--- config.mk ---
export PLATFORM = sky130hd
export DESIGN_NAME = input_path_digital_volume_ctrl
export DESIGN_NICKNAME = d
export VERILOG_FILES = /design/src/inc/volume_ctrl_pkg.sv /design/src/inc/gain_ramp_if.sv /design/src/hw/gain_ramp.sv /design/src/hw/input_path_digital_volume_ctrl.sv
export SDC_FILE = /design/constraint.sdc
export NUM_CORES = 1
export LEC_CHECK = 0
export ABC_AREA = 1
export ABC_CLOCK_PERIOD_IN_PS = 7780
export BUFFER_PORTS_ARGS = -buffer_cell sky130_fd_sc_hd__buf_2
export CAP_MARGIN = 10
export CORE_UTILIZATION = 50
export CTS_BUF_LIST = sky130_fd_sc_hd__clkbuf_8
export DETAILED_ROUTE_END_ITERATION = 7
export GPL_ROUTABILITY_DRIVEN = 0
export MAX_ROUTING_LAYER = met4
export PLACE_DENSITY = 0.75
export RECOVER_POWER = 50
export SYNTH_ARGS = -nofsm -noshare
export SYNTH_HDL_FRONTEND = slang
export SYNTH_SLANG_ARGS = --single-unit
--- constraint.sdc ---
create_clock -name clk -period 7.78 [get_ports clk]
set_input_delay 0 -clock clk [delete_from_list [all_inputs] [get_ports clk]]
set_output_delay 0 -clock clk [all_outputs]
set_load 0.05 [all_outputs]
--- src/inc/volume_ctrl_pkg.sv ---
`default_nettype none
package volume_ctrl_pkg;
    localparam int NUM_PATHS = 6;
    localparam int NUM_MIC_PINS = 3;
    localparam int ADDR_W = 16;
    localparam int DATA_W = 16;
    localparam int LEVEL_W = 10;

    localparam logic [ADDR_W-1:0] PATH1_LEFT_VOLUME_OFFS  = 16'h0311;
    localparam logic [ADDR_W-1:0] PATH1_RIGHT_VOLUME_OFFS = 16'h0315;
    localparam logic [ADDR_W-1:0] PATH2_LEFT_VOLUME_OFFS  = 16'h0319;
    localparam logic [ADDR_W-1:0] PATH2_RIGHT_VOLUME_OFFS = 16'h031d;
    localparam logic [ADDR_W-1:0] PATH3_LEFT_VOLUME_OFFS  = 16'h0321;
    localparam logic [ADDR_W-1:0] PATH3_RIGHT_VOLUME_OFFS = 16'h0325;
    localparam logic [ADDR_W-1:0] MIC_DATA_PAD_PULLDOWN_OFFS = 16'h0c22;

    localparam int GAIN_CODE_LSB = 0;
    localparam int GAIN_CODE_W = 8;
    localparam int MUTE_BIT = 8;
    localparam int UPDATE_STROBE_BIT = 9;

    localparam logic [7:0] GAIN_CODE_RESET = 8'h80;
    localparam logic       MUTE_RESET = 1'b1;
    localparam logic [2:0] PULLDOWN_RESET = 3'h0;

    // fine steps of 0.125 dB per 0.5 dB code step
    localparam int FINE_SHIFT = 2;
    localparam int STEPS_PER_6DB = 48;
    localparam int CLK_PERIOD_NS = 10;
    localparam int RAMP_BASE_NS = 500000;
    localparam int RAMP_BASE_STEP_CYCLES = RAMP_BASE_NS / CLK_PERIOD_NS / STEPS_PER_6DB;
    localparam int TICK_CNT_W = 11;
    localparam int MULT_W = 6;

    // ticks of the 0.5 ms/6 dB base per fine step, for each ramp rate code
    function automatic logic [MULT_W-1:0] ramp_mult(input logic [2:0] rate);
        case (rate)
            3'h0:    ramp_mult = 6'h00;
            3'h1:    ramp_mult = 6'h01;
            3'h2:    ramp_mult = 6'h02;
            3'h3:    ramp_mult = 6'h04;
            3'h4:    ramp_mult = 6'h08;
            3'h5:    ramp_mult = 6'h10;
            3'h6:    ramp_mult = 6'h1e;
            default: ramp_mult = 6'h3c;
        endcase
    endfunction : ramp_mult
endpackage : volume_ctrl_pkg
`default_nettype wire
--- src/inc/gain_ramp_if.sv ---
`timescale 1ns/1ps
`default_nettype none
interface gain_ramp_if;
    logic [7:0] staged_gain;
    logic       staged_mute;
    logic       apply;
    logic       base_tick;
    logic [2:0] rise_rate;
    logic [2:0] fall_rate;
    logic [9:0] level;
    logic       silenced;

    modport ctrl (output staged_gain, staged_mute, apply, base_tick, rise_rate, fall_rate,
                  input level, silenced);
    modport ramp (input staged_gain, staged_mute, apply, base_tick, rise_rate, fall_rate,
                  output level, silenced);
endinterface : gain_ramp_if
`default_nettype wire

--- src/hw/gain_ramp.sv ---
`timescale 1ns/1ps
`default_nettype none
module gain_ramp
    import volume_ctrl_pkg::*;
(
    input  wire logic clk,
    input  wire logic rstn,
    gain_ramp_if.ramp rif
);
    typedef struct packed {
        logic [LEVEL_W-1:0] level;
        logic [LEVEL_W-1:0] target;
        logic               mute;
        logic [MULT_W-1:0]  cnt;
    } ramp_state_t;

    ramp_state_t state_reg;
    ramp_state_t state_next;

    always_comb
    begin
        logic [MULT_W-1:0] mult;
        logic              rising;
        state_next = state_reg;
        rising = state_reg.target > state_reg.level;
        mult = rising ? ramp_mult(rif.rise_rate) : ramp_mult(rif.fall_rate);
        if (rif.apply)
        begin
            state_next.mute = rif.staged_mute;
            state_next.target = rif.staged_mute ? '0
                : LEVEL_W'({2'b00, rif.staged_gain} << FINE_SHIFT);
            state_next.cnt = '0;
        end
        else if (state_reg.level != state_reg.target)
        begin
            if (mult == '0)
            begin
                state_next.level = state_reg.target;
            end
            else if (rif.base_tick)
            begin
                if (state_reg.cnt + 6'h01 >= mult)
                begin
                    state_next.cnt = '0;
                    state_next.level = rising ? state_reg.level + 10'h001
                        : state_reg.level - 10'h001;
                end
                else
                begin
                    state_next.cnt = state_reg.cnt + 6'h01;
                end
            end
        end
    end

    always_ff @(posedge clk or negedge rstn)
    begin
        if (!rstn)
        begin
            state_reg.level <= '0;
            state_reg.target <= '0;
            state_reg.mute <= MUTE_RESET;
            state_reg.cnt <= '0;
        end
        else
        begin
            state_reg <= state_next;
        end
    end

    assign rif.level = state_reg.level;
    assign rif.silenced = state_reg.mute && (state_reg.level == '0);
endmodule : gain_ramp
`default_nettype wire

--- src/hw/input_path_digital_volume_ctrl.sv ---
// Notes on behaviour
// - the 8-bit gain code is linear, 00h is -64 dB, 80h is 0 dB, BFh is +31.5 dB, reset 80h.
// - each of the six paths has a mute bit at bit 8, 1 silences, reset muted.
// - writing 1 to bit 9 of any path volume register applies all staged settings at once.
// - pull-down enables for the three mic data pins sit at bits 2, 1 and 0, independently.
// - an enable of 1 turns the pull-down on, 0 off, and each resets to 0.
// - a pin's pull-down turns off at the clock edge after its mic input path is disabled and stays off while disabled.
// - without the strobe new values are only stored and active gain does not change.
// - applied changes ramp, rises at the rise rate and falls at the fall rate.
// - the internal gain moves in 0.125 dB steps.
`timescale 1ns/1ps
`default_nettype none
module input_path_digital_volume_ctrl
    import volume_ctrl_pkg::*;
#(
    parameter int STEP_CYCLES = RAMP_BASE_STEP_CYCLES
)
(
    input  wire logic                   clk,
    input  wire logic                   rstn,
    input  wire logic [ADDR_W-1:0]      reg_addr,
    input  wire logic                   reg_wr,
    input  wire logic [DATA_W-1:0]      reg_wdata,
    input  wire logic                   reg_rd,
    output logic [DATA_W-1:0]           reg_rdata,
    input  wire logic [2:0]             gain_rise_ramp_rate,
    input  wire logic [2:0]             gain_fall_ramp_rate,
    input  wire logic [NUM_MIC_PINS-1:0] mic_path_enable,
    output logic [NUM_MIC_PINS-1:0]     mic_data_pulldown_on,
    output logic [NUM_PATHS*LEVEL_W-1:0] path_gain_level,
    output logic [NUM_PATHS-1:0]        path_silenced
);
    typedef struct packed {
        logic [NUM_PATHS-1:0][7:0]    gain;
        logic [NUM_PATHS-1:0]         mute;
        logic [NUM_MIC_PINS-1:0]      pd_en;
        logic [NUM_MIC_PINS-1:0]      pd_on;
        logic                         apply;
        logic [TICK_CNT_W-1:0]        div;
        logic                         tick;
        logic [DATA_W-1:0]            rdata;
    } ctrl_state_t;

    ctrl_state_t state_reg;
    ctrl_state_t state_next;

    localparam logic [NUM_PATHS-1:0][ADDR_W-1:0] PATH_OFFS = {
        PATH3_RIGHT_VOLUME_OFFS, PATH3_LEFT_VOLUME_OFFS,
        PATH2_RIGHT_VOLUME_OFFS, PATH2_LEFT_VOLUME_OFFS,
        PATH1_RIGHT_VOLUME_OFFS, PATH1_LEFT_VOLUME_OFFS
    };
    localparam logic [TICK_CNT_W-1:0] DIV_LAST = TICK_CNT_W'(STEP_CYCLES - 1);

    gain_ramp_if rif[NUM_PATHS] ();

    always_comb
    begin
        state_next = state_reg;
        state_next.apply = 1'b0;
        state_next.tick = 1'b0;
        if (state_reg.div == DIV_LAST)
        begin
            state_next.div = '0;
            state_next.tick = 1'b1;
        end
        else
        begin
            state_next.div = state_reg.div + 11'h001;
        end
        for (int i = 0; i < NUM_PATHS; i++)
        begin
            if (reg_wr && reg_addr == PATH_OFFS[i])
            begin
                state_next.gain[i] = reg_wdata[GAIN_CODE_LSB +: GAIN_CODE_W];
                state_next.mute[i] = reg_wdata[MUTE_BIT];
                state_next.apply = reg_wdata[UPDATE_STROBE_BIT];
            end
        end
        if (reg_wr && reg_addr == MIC_DATA_PAD_PULLDOWN_OFFS)
        begin
            state_next.pd_en = reg_wdata[NUM_MIC_PINS-1:0];
        end
        state_next.pd_on = state_next.pd_en & mic_path_enable;
        if (reg_rd)
        begin
            state_next.rdata = '0;
            for (int i = 0; i < NUM_PATHS; i++)
            begin
                if (reg_addr == PATH_OFFS[i])
                begin
                    state_next.rdata = {7'h00, state_reg.mute[i], state_reg.gain[i]};
                end
            end
            if (reg_addr == MIC_DATA_PAD_PULLDOWN_OFFS)
            begin
                state_next.rdata = {13'h0000, state_reg.pd_en};
            end
        end
    end

    always_ff @(posedge clk or negedge rstn)
    begin
        if (!rstn)
        begin
            state_reg.gain <= {NUM_PATHS{GAIN_CODE_RESET}};
            state_reg.mute <= {NUM_PATHS{MUTE_RESET}};
            state_reg.pd_en <= PULLDOWN_RESET;
            state_reg.pd_on <= PULLDOWN_RESET;
            state_reg.apply <= 1'b0;
            state_reg.div <= '0;
            state_reg.tick <= 1'b0;
            state_reg.rdata <= '0;
        end
        else
        begin
            state_reg <= state_next;
        end
    end

    for (genvar g = 0; g < NUM_PATHS; g++)
    begin : g_path
        assign rif[g].staged_gain = state_reg.gain[g];
        assign rif[g].staged_mute = state_reg.mute[g];
        assign rif[g].apply = state_reg.apply;
        assign rif[g].base_tick = state_reg.tick;
        assign rif[g].rise_rate = gain_rise_ramp_rate;
        assign rif[g].fall_rate = gain_fall_ramp_rate;
        assign path_gain_level[g*LEVEL_W +: LEVEL_W] = rif[g].level;
        assign path_silenced[g] = rif[g].silenced;

        gain_ramp u_ramp (
            .clk  (clk),
            .rstn (rstn),
            .rif  (rif[g])
        );
    end

    assign reg_rdata = state_reg.rdata;
    assign mic_data_pulldown_on = state_reg.pd_on;
endmodule : input_path_digital_volume_ctrl
`default_nettype wire

==> summary by stage, run 1 <==
Status
The run finished, with violations left. The final reports fail on capacitance limit, slew limit.

Drt
The number of search-and-repair iterations in the first detailed-routing pass is 8. After detailed routing, the average wire length per cell comes to 15.5 µm. The number of vias per cell is 5.40.

In this run the remaining antenna-violating nets after routing total 0. The detailed router finished its first iteration with 1193 violations. Across all layers, the routed design uses 15.5k vias.

The routed design has 44.5 mm of wire. For this run, design rule violations remaining after detail routing come to 0.

Critical path
The worst endpoint data arrival time is 4.03 ns. Of all nets on the critical path, the largest fanout is 20. Across all register-to-register paths, the minimum setup slack is 4.25 ns. The worst setup path is captured at a register. STA classifies the critical path startpoint as a register. Measured in cells, the most critical reg-to-reg path has a length of 18. The critical path class is register to register.

At the worst endpoint, the required time is 8.28 ns. The endpoint identified for the worst register-to-register timing path is g_path[0].u_ramp.rif.level[6]$_DFFE_PN0P_. The reg-to-reg critical path startpoint is g_path[0].u_ramp.rif.level[9]$_DFFE_PN0P_.

Layout
From synthesis to final layout, the design area changed by 8.42%. The number of inserted filler cells in the final layout is 3180. In the final layout, the share of cells above drive strength 1 is 9.81%.

The flip-flop count of the largest register after layout is 90. The final cell utilization of the core is 55.3%. The number of nets at the end of the flow is 2572. The finished cells cover 18600 µm².

The library cell used most frequently in the layout, excluding fill and tap cells, is sky130_fd_sc_hd__nand2_1. Registers take 5830 µm². In the layout the commonest cells are 703 x sky130_fd_sc_hd__nand2_1, 287 x sky130_fd_sc_hd__inv_1, 214 x sky130_fd_sc_hd__dfrtp_1.

In the final layout, the multi-input gates occupy 9450 µm².

Die
The number of standard-cell rows in the floorplan is 67. The overall die area is 35100 µm². The overall die height is 187 µm. From left edge to right edge, the die measures 187 µm.

During I/O placement, the number of pins put on the boundary was 130. The core box area is 33700 µm². The starting utilization of the core area is 51.0%.

GRT
The initial antenna violation count was 0. The first-pass GRT wire length is 73.9 mm. Entering global routing, the biggest net connects 94 pins.

The total routing resource utilization after global routing is 26.2%. The total overflow left after global routing is 0. The via count of the first global-routing pass was 15.0k.

CTS
The number of buffers inserted for hold repair after clock tree synthesis is 22. The post-CTS repair timing setup buffer count is 0. TritonCTS built the clock tree.

Clock latency on the worst-skew pair, taken at its later pin, is 0.56 ns. The clock tree buffer depth is 3. For this design, the sink count on the clock tree is 232.

The clock-pin slew reported for the worst setup and hold paths after clock tree synthesis is 0.06 ns. In this run the number of H-tree levels came out at 2. The post-cts gate resize count is 0. The number of clock buffers added by TritonCTS is 42. Clock tree synthesis selected as its root buffer the cell sky130_fd_sc_hd__clkbuf_8.

STA
The final number of hold-violating endpoints is 0. Dividing the final minimum period by the clock period gives 45.4%. The total of endpoints with negative setup slack in the final report is 0.

The worst path setup slack after routing is 4.25 ns. The clock period could shrink to 3.53 ns. Setup repair after global routing left no endpoint under its margin. The worst setup skew after layout is 0.0178 ns. The final max-slew violation count is 59. The worst-margin pin slew is 3.19 ns. The sum of negative setup slack is 0 ns. The worst pin sits at a relative slew slack of -113%. The maximum clock frequency is 283 MHz.

Logic synthesis
Summing the sequential cell areas from Yosys gives 33.9% of the chip area. The distinct cell type count after synthesis is 53. The mapped netlist covers 17200 µm².

Each instance of the synthesized netlist takes up on average 7.46 µm². After synthesis the netlist holds a flip-flop and latch count of 232. The count of yosys warnings during synthesis is 0. The number of instances in the synthesized netlist is 2305.

Place
The worst slack at placement is 4.31 ns. In this run the cell area measured after placement is 17600 µm². The count of buffers added on input and output ports is 116. Once detailed placement completed, the half-perimeter wirelength came to 33.0 mm.

Power
Summed over all cells, the static leakage comes to 10.1 nW. Power spread over the standard cell area amounts to 226 nW/µm². The worst ir drop on vdd is 0.000214 V.

Hold path
The worst hold path belongs to the class primary input to asynchronous set/reset pin.

Flow run
The tool flagged a number of max-cap violations equal to 1.
## synth_stat cells (all sizes together)
master | number | area (µm²)
a211oi | 4 | 30.0
a21boi | 3 | 22.5
a21o | 11 | 82.6
a21oi | 66 | 342
a22o | 13 | 114
a31oi | 6 | 37.5
a41oi | 1 | 8.76
and3 | 1 | 6.26
buf | 97 | 763
clkbuf | 19 | 72.6
clkinv | 1 | 3.75
conb | 1 | 3.75
dfrtp | 214 | 5360
dfstp | 18 | 473
fa | 6 | 120
ha | 140 | 1750
inv | 288 | 1080
nand2 | 739 | 2880
nand3 | 142 | 798
nand3b | 12 | 90.1
nand4 | 56 | 365
nor2 | 153 | 766
nor3 | 21 | 105
nor3b | 1 | 7.51
nor4 | 13 | 81.3
o2111ai | 4 | 35.0
o211ai | 7 | 52.6
o21a | 3 | 22.5
o21ai | 170 | 915
o21bai | 11 | 82.6
o22ai | 3 | 18.8
o311ai | 3 | 26.3
o31ai | 1 | 7.51
or2 | 3 | 18.8
xnor2 | 16 | 140
xor2 | 58 | 508
## worst max-delay path, stage by stage (launching register included)
cell,delay (ns)
sky130_fd_sc_hd__dfrtp_1,0.44
sky130_fd_sc_hd__inv_1,0.09
sky130_fd_sc_hd__ha_1,0.31
sky130_fd_sc_hd__nand2_1,0.08
sky130_fd_sc_hd__nor2_2,0.18
sky130_fd_sc_hd__nand2_1,0.09
sky130_fd_sc_hd__nand2_2,0.10
sky130_fd_sc_hd__nand2_2,0.26
sky130_fd_sc_hd__o21ai_2,0.55
sky130_fd_sc_hd__ha_1,0.32
sky130_fd_sc_hd__nand2_1,0.08
sky130_fd_sc_hd__inv_1,0.06
sky130_fd_sc_hd__o211ai_1,0.10
sky130_fd_sc_hd__o2111ai_1,0.17
sky130_fd_sc_hd__nand2_1,0.17
sky130_fd_sc_hd__nand2_1,0.13
sky130_fd_sc_hd__nand2_2,0.20
sky130_fd_sc_hd__nand2_1,0.08
sky130_fd_sc_hd__nand2_1,0.07
## worst max-delay path by stage
stage | slack [ns] | depth (start not counted) | from | to
floorplan | 4.97 | 17 | g_path[4].u_ramp.rif.level[9]$_DFFE_PN0P_ | g_path[4].u_ramp.rif.level[6]$_DFFE_PN0P_
global placement | 4.40 | 18 | g_path[0].u_ramp.rif.level[9]$_DFFE_PN0P_ | g_path[0].u_ramp.rif.level[5]$_DFFE_PN0P_
detailed placement | 4.31 | 18 | g_path[0].u_ramp.rif.level[9]$_DFFE_PN0P_ | g_path[0].u_ramp.rif.level[6]$_DFFE_PN0P_
CTS | 4.29 | 18 | g_path[0].u_ramp.rif.level[9]$_DFFE_PN0P_ | g_path[0].u_ramp.rif.level[6]$_DFFE_PN0P_
global route | 3.47 | 3 | rstn | g_path[1].u_ramp.state_reg[9]$_DFFE_PN0P_
finish | 4.25 | 18 | g_path[0].u_ramp.rif.level[9]$_DFFE_PN0P_ | g_path[0].u_ramp.rif.level[6]$_DFFE_PN0P_
## kinds of logic (layout without fill, tap and decap cells)
logic type | after synthesis | count (layout) | share of synthesized area [%]
AND/OR/NAND/NOR | 1141 | 1141 | 29.8
buffers and inverters | 405 | 509 | 11.2
AO/OA/AOI/OAI | 306 | 306 | 10.5
flip-flops | 232 | 232 | 33.9
adder cells (fa/ha/maj) | 146 | 146 | 10.9
XOR/XNOR | 74 | 74 | 3.77
other | 1 | 8 | 0.0218
## metal layers
layer / GRT usage, % / part of all wire, % / vias to the layer above
met4: 7.63 / 2.3 / 0
met2: 41.4 / 46 / 544
met1: 35.3 / 46 / 7254
met3: 3.38 / 6.3 / 84
met5: - / 0 / -
li1: - / - / 7582
## layout make-up
class / instances / area share, %
multi-input combinational: 1674 / 50.7
timing repair buffer: 142 / 4.01
clock inverter: 22 / 1.02
inverter: 289 / 5.83
sequential: 232 / 31.3
clock buffer: 56 / 4.14
tap: 448 / 3.01
antenna: 1 / 0.0134
## power breakdown
group,internal [mW],switching (mW)
combinational,0.501,1.06
clock,0.750,0.549
sequential,1.27,0.0858
total,2.52,1.70
## per-stage QoR
step                      power (mW)  instances  hold slack, ns
after floorplan                 2.67       2311          -0.296
after CTS                       4.24       2863          0.0445
after detailed placement        2.93       2763          0.0640
final                           4.22       2864          0.0318
after global routing            4.52       2863          0.0934
after global placement          2.88       2763          0.0592
(Power assumes the default switching activity.)
==> run 2, diff against run 1 <==
--- a/config.mk
+++ b/config.mk
@@ -6,7 +6,7 @@
 export NUM_CORES = 1
 export LEC_CHECK = 0
 export ABC_AREA = 1
-export ABC_CLOCK_PERIOD_IN_PS = 7780
+export ABC_CLOCK_PERIOD_IN_PS = 3500
 export BUFFER_PORTS_ARGS = -buffer_cell sky130_fd_sc_hd__buf_2
 export CAP_MARGIN = 10
 export CORE_UTILIZATION = 50
==> constraint.sdc (replaced) <==
create_clock -name clk -period 3.5 [get_ports clk]
set_input_delay 0 -clock clk [delete_from_list [all_inputs] [get_ports clk]]
set_output_delay 0 -clock clk [all_outputs]
set_load 0.05 [all_outputs]
==> summary by stage, run 2 (same netlist as run 1, synthesis figures left out) <==
Status
The flow ran to the end, but the final reports show violations. The final reports fail on capacitance limit, slew limit.

STA
The maximum clock frequency is 311 MHz (+10%). The worst-margin pin slew came to 2.73 ns (-0.467 ns). The worst hold slack across all endpoints is 0.0742 ns (+0.0424 ns). The post-route minimum period came to 3.21 ns (-0.321 ns). The total of endpoints with negative setup slack in the final report is 0 (unchanged).

The share of the clock period used by the worst path after layout is 91.8% (+46 points). The sum of negative setup slack was 0 ns (unchanged). The final max-slew violation count is 106 (+80%). The worst setup skew after layout came to 0.0115 ns (-0.00632 ns).

The final number of hold-violating endpoints came to 0 (unchanged). Setup repair after global routing left no endpoint under its margin. The worst slew slack as a fraction of its limit is -81.9% (+31 points).

Critical path
The worst setup path is of the register to register kind. The number of buffer and inverter instances along the worst setup path is 4 (+2). The reg2reg setup slack is 0.29 ns (-3.96 ns). For this design, the slowest cell found on the critical path is sky130_fd_sc_hd__dfrtp_1. The logic depth of the worst register-to-register path is 20 (+2). The worst setup path is captured at a register. The endpoint of the worst register-to-register path is g_path[4].u_ramp.rif.level[6]$_DFFE_PN0P_.

The critical path goes through inv_1, ha_1, a21o_1, nor2_1, nand2_2, nand2_4, buf_4, nand2_1, o21ai_2, ha_1, inv_1, nor2_1, o211ai_1, o2111ai_1, nand2_1, inv_1, nor2_1, nor2_4, nand2_1, nand2_1. The startpoint identified for the worst register-to-register timing path is g_path[4].u_ramp.rif.level[9]$_DFFE_PN0P_. The first element of the critical path is g_path[4].u_ramp.rif.level[9]$_DFFE_PN0P_. The worst endpoint data arrival time was 3.64 ns (-0.39 ns). The required time of the worst setup path is 3.93 ns (-4.35 ns).

The maximum fanout encountered on the critical timing path is 11 (-45%). Grouping stages by cell kind, the critical path spends the most delay in simple AND/OR/NAND/NOR gates. STA classifies the critical path startpoint as a register. The delay contributed by the slowest stage of the critical path is 0.43 ns (-0.12 ns). The cell that appears most often on the critical path is sky130_fd_sc_hd__nand2_1.

CTS
The clock tree buffer depth is 3 (unchanged). The number of levels in the clock H-tree is 2 (unchanged). TritonCTS built the clock tree. The clock-pin slew reported for the worst setup and hold paths after clock tree synthesis came to 0.06 ns (about the same). The post-CTS repair timing setup buffer count is 0 (unchanged). The total CTS buffers is 41 (-2.4%). The total clock sinks was 232 (unchanged). The clock latency reported for the late side of the worst-skew pair is 0.55 ns (about the same).

The clock root buffer master is sky130_fd_sc_hd__clkbuf_8.

Power
The clock share of power is 29.2% (-1.6 points). The proportion of power drawn by combinational gates is 39.2% (+2.1 points). The leakage power was 10.4 nW (+2.8%).

The share of total power consumed by net switching came to 40.3% (about the same). The total power is 9.37 mW (+120%). The total internal power is 5.59 mW (+120%).

The worst ir drop on vdd is 0.000511 V (+140%). The power per cell area came to 497 nW/µm² (+120%). The switching power is 3.78 mW (+120%).

The sequential cell fraction of total power came to 31.5% (-0.6 points).

Die
The starting utilization of the core area is 51.0% (unchanged). The overall die area was 35100 µm² (unchanged). The die boundary width was 187 µm (unchanged).

The overall die height came to 187 µm (unchanged). The number of placed I/O pins is 130 (unchanged). The core box area is 33700 µm² (unchanged). The number of standard-cell rows in the floorplan is 67 (unchanged).

Layout
The cell area after layout was 18900 µm² (+1.2%). Leaving out fill and tap cells, the most frequent cell in the layout is sky130_fd_sc_hd__nand2_1. The multi-input gate area in the final layout is 9520 µm² (+0.77%). The top cell types in the final layout, fill and taps aside, are 703 x sky130_fd_sc_hd__nand2_1, 287 x sky130_fd_sc_hd__inv_1, 214 x sky130_fd_sc_hd__dfrtp_1. The flip-flop count of the largest register after layout is 90 (unchanged).

The layout overhead on the synthesized area is 9.70%. The sequential cell area came to 5830 µm² (unchanged). The share of post-route cells with drive strength above 1 is 12.2% (+2.4 points). The number of inserted filler cells in the final layout came to 3136 (-1.4%). The number of nets at the end of the flow is 2590 (+0.70%).

Drt
The post-detailed-route wirelength per cell is 15.3 µm (-1.5%). The wire length reported by the detailed router is 44.1 mm (-0.96%). The number of search-and-repair iterations in the first detailed-routing pass came to 5 (-3). The vias after detailed routing was 15.4k (-0.16%). The number of vias per cell is 5.36 (-0.74%). The post-detailed-route DRC marker count came to 0 (unchanged). The post-route antenna net violation count was 0 (unchanged). The violation count after the first detailed-routing iteration came to 1175 (-1.5%).

GRT
The first-pass GRT wire length is 73.8 mm (-0.12%). The total routing resource utilization after global routing is 26.1% (-0.088 points). The via count of the first global-routing pass came to 14.9k (-0.70%). The maximum number of pins on one net before global-route repair was 108 (+15%).

The total global routing overflow is 0 (unchanged). The initial antenna violation count is 1 (+1).

Flow run
The count of maximum capacitance violations is 1 (unchanged).

Hold path
In this run the worst hold path is classified as primary input to register. The path with the worst hold slack has its endpoint at state_reg[33]$_DFF_PN0_. The worst hold path passes through 7 cells. The start point of the worst hold path is reg_addr[14].

Place
The HPWL after detailed placement is 32.9 mm (-0.46%). The post-detailed-placement cell area is 17700 µm² (+0.95%). The port buffer count came to 116 (unchanged).
-- run 2: cell type report --
cell class	count	area share, %
diodes	2	0.0265
multi-input cells	1674	50.5
clock inverters	23	0.969
repair buffers	161	5.06
flip-flops and latches	232	30.9
clock buffers	52	3.80
well taps	448	2.97
inverters	289	5.76
-- run 2: timing repair --
action	in CTS	in global routing
hold endpoints to repair	175	0
hold buffers	22	0
resized for setup	0	14
setup endpoints to repair	0	55
-- run 2: power by group through the flow --
| stage | registers, mW | logic, mW | clock network, mW |
|---|---|---|---|
| 6_report | 2.96 | 3.68 | 2.74 |
| 4_1_cts | 2.95 | 3.65 | 2.80 |
| 5_1_grt | 2.97 | 4.11 | 2.93 |
| 3_3_place_gp | 3.00 | 3.50 | 0 |
| 2_1_floorplan | 2.98 | 2.95 | 0 |
| 3_5_place_dp | 3.00 | 3.61 | 0 |
-- run 2: metal layers --
| layer | GRT usage, % | part of all wire (%) | up-vias |
|---|---|---|---|
| met1 | 35.2 | 45 | 7255 |
| met2 | 41.1 | 46 | 484 |
| li1 | - | - | 7620 |
| met3 | 3.83 | 6.6 | 81 |
| met5 | - | 0 | - |
| met4 | 7.10 | 2.1 | 0 |
-- run 2: worst max path at each step --
| stage | endpoint | slack (ns) | cells past startpoint |
|---|---|---|---|
| 2_1_floorplan | g_path[4].u_ramp.rif.level[6]$_DFFE_PN0P_ | 0.69 | 17 |
| 3_3_place_gp | g_path[3].u_ramp.rif.level[8]$_DFFE_PN0P_ | 0.29 | 16 |
| 3_5_place_dp | g_path[5].u_ramp.rif.level[8]$_DFFE_PN0P_ | 0.18 | 16 |
| 4_1_cts | g_path[5].u_ramp.rif.level[8]$_DFFE_PN0P_ | 0.16 | 16 |
| 5_1_grt | g_path[3].u_ramp.rif.level[0]$_DFFE_PN0P_ | 0.008 | 19 |
| 6_report | g_path[4].u_ramp.rif.level[6]$_DFFE_PN0P_ | 0.29 | 20 |
-- run 2: stage by stage --
step	instances	worst slack (ns)	util (%)
floorplan	2311	0.689	-
global placement	2782	0.291	52.6
detailed placement	2782	0.177	52.6
CTS	2879	0.160	55.9
global route	2880	0.00820	55.9
finish	2881	0.286	55.9
-- run 2: worst min-delay path: cells and delay by family --
family                 cells  cell delay (ns)
buffers and inverters      1             0.08
and+or+nand+nor            6             0.51
==> run 3, diff against run 2 <==
==> constraint.sdc (replaced) <==
create_clock -name clk -period 3.5 [get_ports clk]
set_input_delay 0 -clock clk [delete_from_list [all_inputs] [get_ports clk]]
set_output_delay 0 -clock clk [all_outputs]
set_load 0.01 [all_outputs]
==> summary by stage, run 3 (same netlist as run 1, synthesis figures left out) <==
Status
The flow ran to the end, but the final reports show violations. The checks that failed: capacitance limit, slew limit.

STA
The worst-margin pin slew came to 2.74 ns (+0.0106 ns). The worst setup skew after layout is 0.0105 ns (-0.000933 ns). The share of the clock period used by the worst path after layout came to 91.8% (about the same). The final number of hold-violating endpoints is 0 (unchanged). The worst slew slack as a fraction of its limit came to -82.6% (-0.71 points). The post-route minimum period is 3.21 ns (-0.000785 ns).

The total of endpoints with negative setup slack in the final report came to 0 (unchanged). The maximum clock frequency is 311 MHz (about the same). The final max-slew violation count is 106 (unchanged). Setup repair after global routing left no endpoint under its margin. The sum of negative setup slack is 0 ns (unchanged).

GRT
The initial antenna violation count is 1 (unchanged). The maximum number of pins on one net before global-route repair is 108 (unchanged). The total routing resource utilization after global routing is 26.1% (unchanged).

The first-pass GRT wire length is 73.8 mm (unchanged). The total global routing overflow came to 0 (unchanged). The via count of the first global-routing pass is 14.9k (unchanged).

Critical path
The total number of cells along the worst setup path is 20 (unchanged). The logic depth of the worst register-to-register path is 20 (unchanged). The required time of the worst setup path is 3.93 ns (about the same). The number of buffer and inverter instances along the worst setup path came to 4 (unchanged).

The worst setup path is captured at a register. The worst endpoint data arrival time is 3.64 ns (about the same). The critical path class is register to register. The cell with the most instances on the worst path is sky130_fd_sc_hd__nand2_1.

The sort of element at the start of the critical path is a register. Walking the worst path, the cells encountered are inv_1, ha_1, a21o_1, nor2_1, nand2_2, nand2_4, buf_4, nand2_1, o21ai_2, ha_1, inv_1, nor2_1, o211ai_1, o2111ai_1, nand2_1, inv_1, nor2_1, nor2_4, nand2_1, nand2_1. The category of cells accounting for the largest share of critical-path delay is simple AND/OR/NAND/NOR gates.

The maximum fanout encountered on the critical timing path is 11 (unchanged). The reg2reg setup slack is 0.29 ns (about the same). The slowest stage of the critical path is the sky130_fd_sc_hd__dfrtp_1 cell. The delay contributed by the slowest stage of the critical path was 0.43 ns (about the same).

CTS
TritonCTS built the clock tree. The number of levels in the clock H-tree is 2 (unchanged). In this run the clock root is driven by a sky130_fd_sc_hd__clkbuf_8. The clock tree buffer depth is 3 (unchanged).

The clock latency reported for the late side of the worst-skew pair is 0.54 ns (about the same). The total clock sinks came to 232 (unchanged). The total CTS buffers is 41 (unchanged). The clock-pin slew reported for the worst setup and hold paths after clock tree synthesis is 0.06 ns (about the same).

Die
The starting utilization of the core area came to 51.0% (unchanged). The number of placed I/O pins is 130 (unchanged). The number of standard-cell rows in the floorplan is 67 (unchanged). The core box area is 33700 µm² (unchanged). The overall die area was 35100 µm² (unchanged). The die boundary width is 187 µm (unchanged). The overall die height is 187 µm (unchanged).

Flow run
The count of maximum capacitance violations is 1 (unchanged).

Drt
The number of vias per cell is 5.38 (+0.41%). The number of search-and-repair iterations in the first detailed-routing pass is 6 (+1). The vias after detailed routing came to 15.5k (+0.41%). The violation count after the first detailed-routing iteration is 1122 (-4.5%).

The post-detailed-route wirelength per cell was 15.3 µm (about the same). The post-detailed-route DRC marker count is 0 (unchanged). The wire length reported by the detailed router came to 44.1 mm (about the same). The post-route antenna net violation count is 0 (unchanged).

Power
The total power came to 8.97 mW (-4.3%). The leakage power is 10.4 nW (about the same). The power per cell area is 476 nW/µm² (-4.3%). The worst ir drop on vdd is 0.000353 V (-31%).

Layout
The top cell types in the final layout, fill and taps aside, are 703 x sky130_fd_sc_hd__nand2_1, 287 x sky130_fd_sc_hd__inv_1, 214 x sky130_fd_sc_hd__dfrtp_1. The library cell used most frequently in the layout, excluding fill and tap cells, is sky130_fd_sc_hd__nand2_1. The share of post-route cells with drive strength above 1 is 12.1% (-0.041 points).

The number of inserted filler cells in the final layout is 3137 (+0.032%). The number of nets at the end of the flow is 2590 (unchanged). The layout overhead on the synthesized area is 9.69% (about the same).

The flip-flop count of the largest register after layout is 90 (unchanged).

Place
The HPWL after detailed placement is 32.9 mm (unchanged). The port buffer count is 116 (unchanged).

Hold path
The number of cells traversed by the worst hold path is 7 (unchanged). The class of the tightest hold or removal check is primary input to register.
run 3: power by group:
group	internal, mW	leakage (nW)	switching [mW]
logic	1.21	6.81	2.06
clock network	1.57	0.507	1.18
registers	2.82	3.07	0.137
total	5.59	10.4	3.37
run 3: routing by layer:
layer	global-route usage (%)	vias to the layer above	share of wire, %
li1	-	7618	-
met5	-	-	0
met1	35.2	7296	45
met4	7.10	0	2.4
met3	3.83	81	6.8
met2	41.1	508	46
run 3: per-stage QoR:
stage / worst slack, ns / std cells / cell area, µm² / hold slack [ns] / utilization (%)
2_1_floorplan: 0.689 / 2311 / 17200 / -0.296 / -
3_3_place_gp: 0.291 / 2782 / 17700 / 0.111 / 52.6
3_5_place_dp: 0.177 / 2782 / 17700 / 0.114 / 52.6
4_1_cts: 0.160 / 2879 / 18800 / 0.0361 / 55.9
5_1_grt: 0.00820 / 2880 / 18800 / 0.0971 / 55.9
6_report: 0.287 / 2881 / 18900 / 0.0758 / 55.9
run 3: worst min-delay path, stage by stage:
cell                      delay (ns)
sky130_fd_sc_hd__buf_2          0.08
sky130_fd_sc_hd__nor2_1         0.03
sky130_fd_sc_hd__nand2_1        0.14
sky130_fd_sc_hd__nor3_1         0.11
sky130_fd_sc_hd__nand2_1        0.10
sky130_fd_sc_hd__nand2_1        0.08
sky130_fd_sc_hd__nand2_1        0.05
run 3: layout make-up:
type | count | area [µm²] | area share (%)
Multi-Input combinational cell | 1674 | 9520 | 50.5
Sequential cell | 232 | 5830 | 30.9
Inverter | 289 | 1090 | 5.76
Timing Repair Buffer | 161 | 953 | 5.06
Clock buffer | 52 | 716 | 3.80
Tap cell | 448 | 561 | 2.97
Clock inverter | 23 | 183 | 0.969
Antenna cell | 2 | 5.00 | 0.0265
run 3: what timing repair did:
item,4_1_cts,5_1_grt
hold buffers,22,0
gates resized for setup,0,14
setup buffers,0,0
hold endpoints to repair,175,0
endpoints found under the setup margin,0,55
run 3: path summary, 6_finish.rpt:
kind,from,endpoint
worst min register to register,g_path[5].u_ramp.state_reg[6]$_DFFE_PN1P_,g_path[5].u_ramp.state_reg[6]$_DFFE_PN1P_
worst min-delay path,reg_addr[14],state_reg[33]$_DFF_PN0_
max in group asynchronous,rstn,g_path[3].u_ramp.rif.level[0]$_DFFE_PN0P_
worst max register to register,g_path[4].u_ramp.rif.level[9]$_DFFE_PN0P_,g_path[4].u_ramp.rif.level[6]$_DFFE_PN0P_
worst max-delay path,g_path[4].u_ramp.rif.level[9]$_DFFE_PN0P_,g_path[4].u_ramp.rif.level[6]$_DFFE_PN0P_
min in group asynchronous,rstn,g_path[2].u_ramp.rif.level[6]$_DFFE_PN0P_
